**config.mk**
```make
export PLATFORM = sky130hd
export DESIGN_NAME = mipp_top
export DESIGN_NICKNAME = d
export VERILOG_FILES = /design/src/mipp_pkg.sv /design/src/mipp_top.sv
export SDC_FILE = /design/constraint.sdc
export NUM_CORES = 1
export LEC_CHECK = 0
export BUFFER_PORTS_ARGS = -buffer_cell sky130_fd_sc_hd__buf_2
export CORE_MARGIN = 3
export CORE_UTILIZATION = 49
export DETAILED_ROUTE_END_ITERATION = 10
export HOLD_SLACK_MARGIN = 0.02
export PLACE_DENSITY_LB_ADDON = 0.25
export SLEW_MARGIN = 10
export SYNTH_ARGS = -nofsm -noshare
export SYNTH_HDL_FRONTEND = slang
export SYNTH_SLANG_ARGS = --single-unit
```
**constraint.sdc**
```tcl
create_clock -name clk -period 3.5 [get_ports clk]
set_input_delay 0.35 -clock clk [delete_from_list [all_inputs] [get_ports clk]]
set_output_delay 0.35 -clock clk [all_outputs]
set_load 0.05 [all_outputs]
```
**src/mipp_pkg.sv**
```systemverilog
// package: constants and types for the maskable irq priority promoter
package mipp_pkg;

  // ==========================================================
  // register map
  localparam int         ADDR_W        = 8;
  localparam int         DATA_W        = 8;
  localparam logic [7:0] PRIO_REG_ADDR = 8'h3C;

  // ==========================================================
  // field layout of irq_promote_and_mode
  localparam int PSEL_LSB  = 0;
  localparam int PSEL_W    = 5;
  localparam int MODE_LSB  = 5;
  localparam int MODE_W    = 3;

  // ==========================================================
  // reset values
  localparam logic [4:0] PSEL_RESET = 5'h06;
  localparam logic [2:0] MODE_CLEAR = 3'h0;

  // ==========================================================
  // sources, default order: index 0 is the highest
  localparam int         NUM_SRC   = 15;
  localparam int         SRC_W     = 4;
  localparam logic [3:0] SRC_EXT   = 4'h0;
  localparam logic [4:0] PSEL_FIRST = 5'h06;
  localparam logic [4:0] PSEL_LAST  = 5'h14;

  // mode bits as stored in the register, msb first
  typedef struct packed {
    logic boot_rom_read;
    logic special_mode_select;
    logic mode_select_a;
  } mipp_mode_t;

  // arbitration result towards the cpu
  typedef struct packed {
    logic             req;
    logic [SRC_W-1:0] src;
  } mipp_grant_t;

endpackage : mipp_pkg

```
**src/mipp_top.sv**
```systemverilog
// module: promote register, mode bits and maskable irq arbitration
module mipp_top (
  input  wire logic                           clk,
  input  wire logic                           rst,
  input  wire logic [mipp_pkg::ADDR_W-1:0]    addr,
  input  wire logic [mipp_pkg::DATA_W-1:0]    wr_data,
  input  wire logic                           wr_en,
  input  wire logic                           rd_en,
  output logic      [mipp_pkg::DATA_W-1:0]    rd_data,
  input  wire logic                           global_irq_mask,
  input  wire mipp_pkg::mipp_mode_t           mode_strap,
  input  wire logic [mipp_pkg::NUM_SRC-1:0]   src_pending,
  output mipp_pkg::mipp_mode_t                mode_bits,
  output logic      [mipp_pkg::PSEL_W-1:0]    promote_select,
  output mipp_pkg::mipp_grant_t               grant
);
  import mipp_pkg::*;

  // ==========================================================
  // state
  logic        [PSEL_W-1:0] psel_r,     psel_nxt;
  mipp_mode_t               mode_r,     mode_nxt;
  logic                     strap_pend_r, strap_pend_nxt;
  logic        [DATA_W-1:0] rd_data_r,  rd_data_nxt;
  mipp_grant_t              grant_r,    grant_nxt;
  logic                     hit;
  logic        [SRC_W-1:0]  prom_idx;
  logic        [SRC_W-1:0]  low_idx;
  logic                     any_pend;

  assign hit = (addr == PRIO_REG_ADDR);

  // ==========================================================
  // promote code decode
  always_comb begin
    if (psel_r >= PSEL_FIRST && psel_r <= PSEL_LAST) begin
      prom_idx = SRC_W'(psel_r - PSEL_FIRST);
    end else begin
      prom_idx = SRC_EXT;
    end
  end

  // ==========================================================
  // default order: lowest pending index
  always_comb begin
    low_idx  = SRC_EXT;
    any_pend = 1'b0;
    for (int i = NUM_SRC - 1; i >= 0; i--) begin
      if (src_pending[i]) begin
        low_idx  = SRC_W'(i);
        any_pend = 1'b1;
      end
    end
  end

  // ==========================================================
  // register write and strap capture, next values
  always_comb begin
    psel_nxt       = psel_r;
    mode_nxt       = mode_r;
    strap_pend_nxt = 1'b0;
    if (strap_pend_r) begin
      mode_nxt = mode_strap;
    end else if (wr_en && hit && mode_r.special_mode_select) begin
      mode_nxt = mipp_mode_t'(wr_data[MODE_LSB +: MODE_W]);
    end
    if (wr_en && hit && global_irq_mask) begin
      psel_nxt = wr_data[PSEL_LSB +: PSEL_W];
    end
  end

  // register write state
  always_ff @(posedge clk or posedge rst) begin
    if (rst) begin
      psel_r       <= PSEL_RESET;
      mode_r       <= MODE_CLEAR;
      strap_pend_r <= 1'b1;
    end else begin
      psel_r       <= psel_nxt;
      mode_r       <= mode_nxt;
      strap_pend_r <= strap_pend_nxt;
    end
  end

  // ==========================================================
  // read path, data one cycle after the strobe
  always_comb begin
    rd_data_nxt = '0;
    if (rd_en && hit) begin
      rd_data_nxt = {mode_r, psel_r};
    end
  end

  // read data register
  always_ff @(posedge clk or posedge rst) begin
    if (rst) begin
      rd_data_r <= '0;
    end else begin
      rd_data_r <= rd_data_nxt;
    end
  end

  // ==========================================================
  // arbitration, next values
  always_comb begin
    grant_nxt.req = any_pend && !global_irq_mask;
    if (src_pending[prom_idx]) begin
      grant_nxt.src = prom_idx;
    end else begin
      grant_nxt.src = low_idx;
    end
  end

  // grant register
  always_ff @(posedge clk or posedge rst) begin
    if (rst) begin
      grant_r <= '0;
    end else begin
      grant_r <= grant_nxt;
    end
  end

  // ==========================================================
  // outputs
  assign rd_data        = rd_data_r;
  assign mode_bits      = mode_r;
  assign promote_select = psel_r;
  assign grant          = grant_r;
endmodule : mipp_top

```
==> out/results.txt <==
status - finished clean
DR WL/cell - 13.95 um
leakage power - 0.8688 nW
Power, Total - 0.5171 mW
cts hold-fix bufs - 0
Placed Area - 1585 um^2
DR pass1 iterations - 4
Buf/Inv on CP - 1
fmax - 388.7 MHz
hold violation count in the final report - 0
IO Port Bufs - 59
Post-Synthesis Cell Area - 1285 um^2
Final Skew - 3.358 ps
hpwl dp - 2435 um
slew margin rel. - 48.15%
Final nets - 226
Die W - 57.21 um
gpl congestion - 0.8805
CP endpoint kind - flip-flop
Main synth FF type - dfrtp_1
I/O pin cnt - 60
post-layout min period - 2573 ps
RSZ-0062 raised after global routing - no
clk slew on worst S/H paths - 120 ps
Mapped Nets - 165
YS warnings - 0
area added between synthesis and finish - 26.19%
CP max stage cell - dfstp_2
clock root buffer - clkbuf_4
H-tree levels - 1
Core Footprint - 2340 um^2
Sink Count - 22
top cells by area, synth - dfrtp_1 (37%), dfstp_2 (6.1%), mux2_1 (5.3%), mux2i_1 (4.7%), and2_1 (3.4%)
Max Cap Violations - 0
grt total ovfl - 0
largest family of logic cells by synthesized area - simple AND/OR/NAND/NOR gates
GRT Overall Usage - 19.55%
worst endpoint required time - 3730 ps
critical path launch point type - flip-flop
Total Die Area - 3273 um^2
Final Core Density - 69.30%
worst slew pin tran - 777.0 ps
synthesized area per cell - 10.36 um^2
fraction of layout cells with a size suffix above 1 - 41.85%
Placed Cells incl. Taps - 208
postcts setup bufs - 0
Routed Antenna Nets - 0
VDD IR max - 0.2278 mV
pin count of the biggest net entering global routing - 23
Yosys top cell by area - dfrtp_1
Syn Inst Count - 124
Synth Area in Simple Gates - 20.16%
Post-Layout Inst Area - 1622 um^2
Seq/Total Area, Yosys - 43.14%
Inserted Diodes - 0
Non-Filler Instances - 212
TritonCTS clock tree - built
Setup WS pre-CTS - 976.6 ps
latest clock arrival within the worst-skew pair - 300 ps
Fin Setup TNS - 0 ps
Hold WC Path Type - in -> async
Avg Vias per Cell - 5.514
Synth Area in Compound Gates - 17.72%
via count - 1,169
Synth async-reset ratio - 100.0%
CP Cell Sequence - inv_1 > ha_1 > mux4_2 > o21a_1 > nand3_2 > o21ai_2 > a21oi_2 > mux2i_1
CP max stage delay - 610 ps
final setup fails - 0
final WL - 2958 um
DRC Markers - 0
initial drt markers - 38
number of buffers created by CTS - 3
Synth top cells by count - dfrtp_1 (19), nor2_1 (9), nand2_1 (8)
post-synth top area share - 37.00%
CP Data Arrival Time - 2800 ps
most common cell in the netlist - dfrtp_1
Initial Utilization - 54.92%
fin crit share - 73.50%
Post-synth EDFFs - 0
Crit path max-delay family - multiplexers
Clock Tree Buf Depth - 2
Yosys reg bits - 22
multiplexer share of the synthesized area - 11.68%
post-CTS sizing - 0
row cnt - 17
die height - 57.21 um
distinct cell type count after synthesis - 45
CP Class - reg -> reg
CP max FO - 8
Post-Synth XOR/XNOR Area - 0.6816%
vias in the first global route - 1,182
fin. max-slew vios - 0
WHS - 168.2 ps
final worst slack - 927.5 ps
Post-Synth Adder-Cell Area - 1.947%
Power per Cell Area - 318.9 nW/um^2
first-pass GRT wire length - 5057 um
initial antenna violation count - 0
==> layout make-up <==
type                       instances  area (um^2)
clock buffer                       4        36.28
inverter                           7        26.28
fill                             188        718.2
timing repair buffer              59        295.3
multi-input combinational         92        674.4
tap                               28        35.03
sequential                        22        554.3
==> path summary, 6_finish.rpt <==
check                                         startpoint                            end  slack (ps)  cells after the start
setup / recovery           promote_select[1]$_DFFE_PP1P_             grant[1]$_DFF_PP0_         930                      8
hold reg to reg                 mode_bits[2]$_DFFE_PP0P_           rd_data[7]$_DFF_PP0_         530                      1
setup reg to reg           promote_select[1]$_DFFE_PP1P_             grant[1]$_DFF_PP0_         930                      8
hold / removal                                       rst           rd_data[2]$_DFF_PP0_         170                      2
max in group asynchronous                            rst  promote_select[4]$_DFFE_PP0P_        2850                      2
min in group clk                         global_irq_mask             grant[4]$_DFF_PP0_         210                      2
==> cells by family after synthesis <==
| logic type | after synthesis |
|---|---|
| DFF | 22 |
| AOI/OAI and AO/OA | 31 |
| muxes | 13 |
| and+or+nand+nor | 44 |
| buffers and inverters | 10 |
| adders and majority gates | 2 |
| xor gates and xnor gates | 1 |
| other | 1 |
==> cells in the final DEF (no fill, tap or decap), types with 2 or more instances in the layout <==
| master | n |
|---|---|
| and2_1 | 7 |
| clkbuf_4 | 3 |
| nand2_1 | 8 |
| a31oi_1 | 2 |
| dfstp_2 | 3 |
| a211oi_1 | 3 |
| a21oi_1 | 4 |
| or3_1 | 2 |
| inv_1 | 7 |
| nor2_1 | 9 |
| dfrtp_1 | 19 |
| buf_2 | 59 |
| nand2b_1 | 2 |
| nor4_1 | 2 |
| o21ai_1 | 5 |
| ha_1 | 2 |
| o31ai_1 | 3 |
| nor3_1 | 3 |
| mux2i_1 | 6 |
| o21ai_0 | 4 |
| mux2_1 | 6 |
==> where the power goes <==
| part | leakage (nW) | switching, mW | internal [mW] |
|---|---|---|---|
| Combinational | 0.560 | 0.0668 | 0.0415 |
| Sequential | 0.287 | 0.00787 | 0.263 |
| Clock | 0.0210 | 0.0745 | 0.0634 |
==> sequential cells by signal (all words and copies together) (netlist names) <==
name / count
strap_pend_r: 1
grant: 5
rd_data: 8
mode_bits: 3
promote_select: 5
==> per-layer routing <==
metal	wire, um	up-vias	GRT usage (%)
met5	0	-	0
met4	63	0	9.272
met3	229	10	4.525
met2	1519	52	33.44
met1	1146	540	23.07
li1	-	567	-
Power figures use the tool's default switching activity.
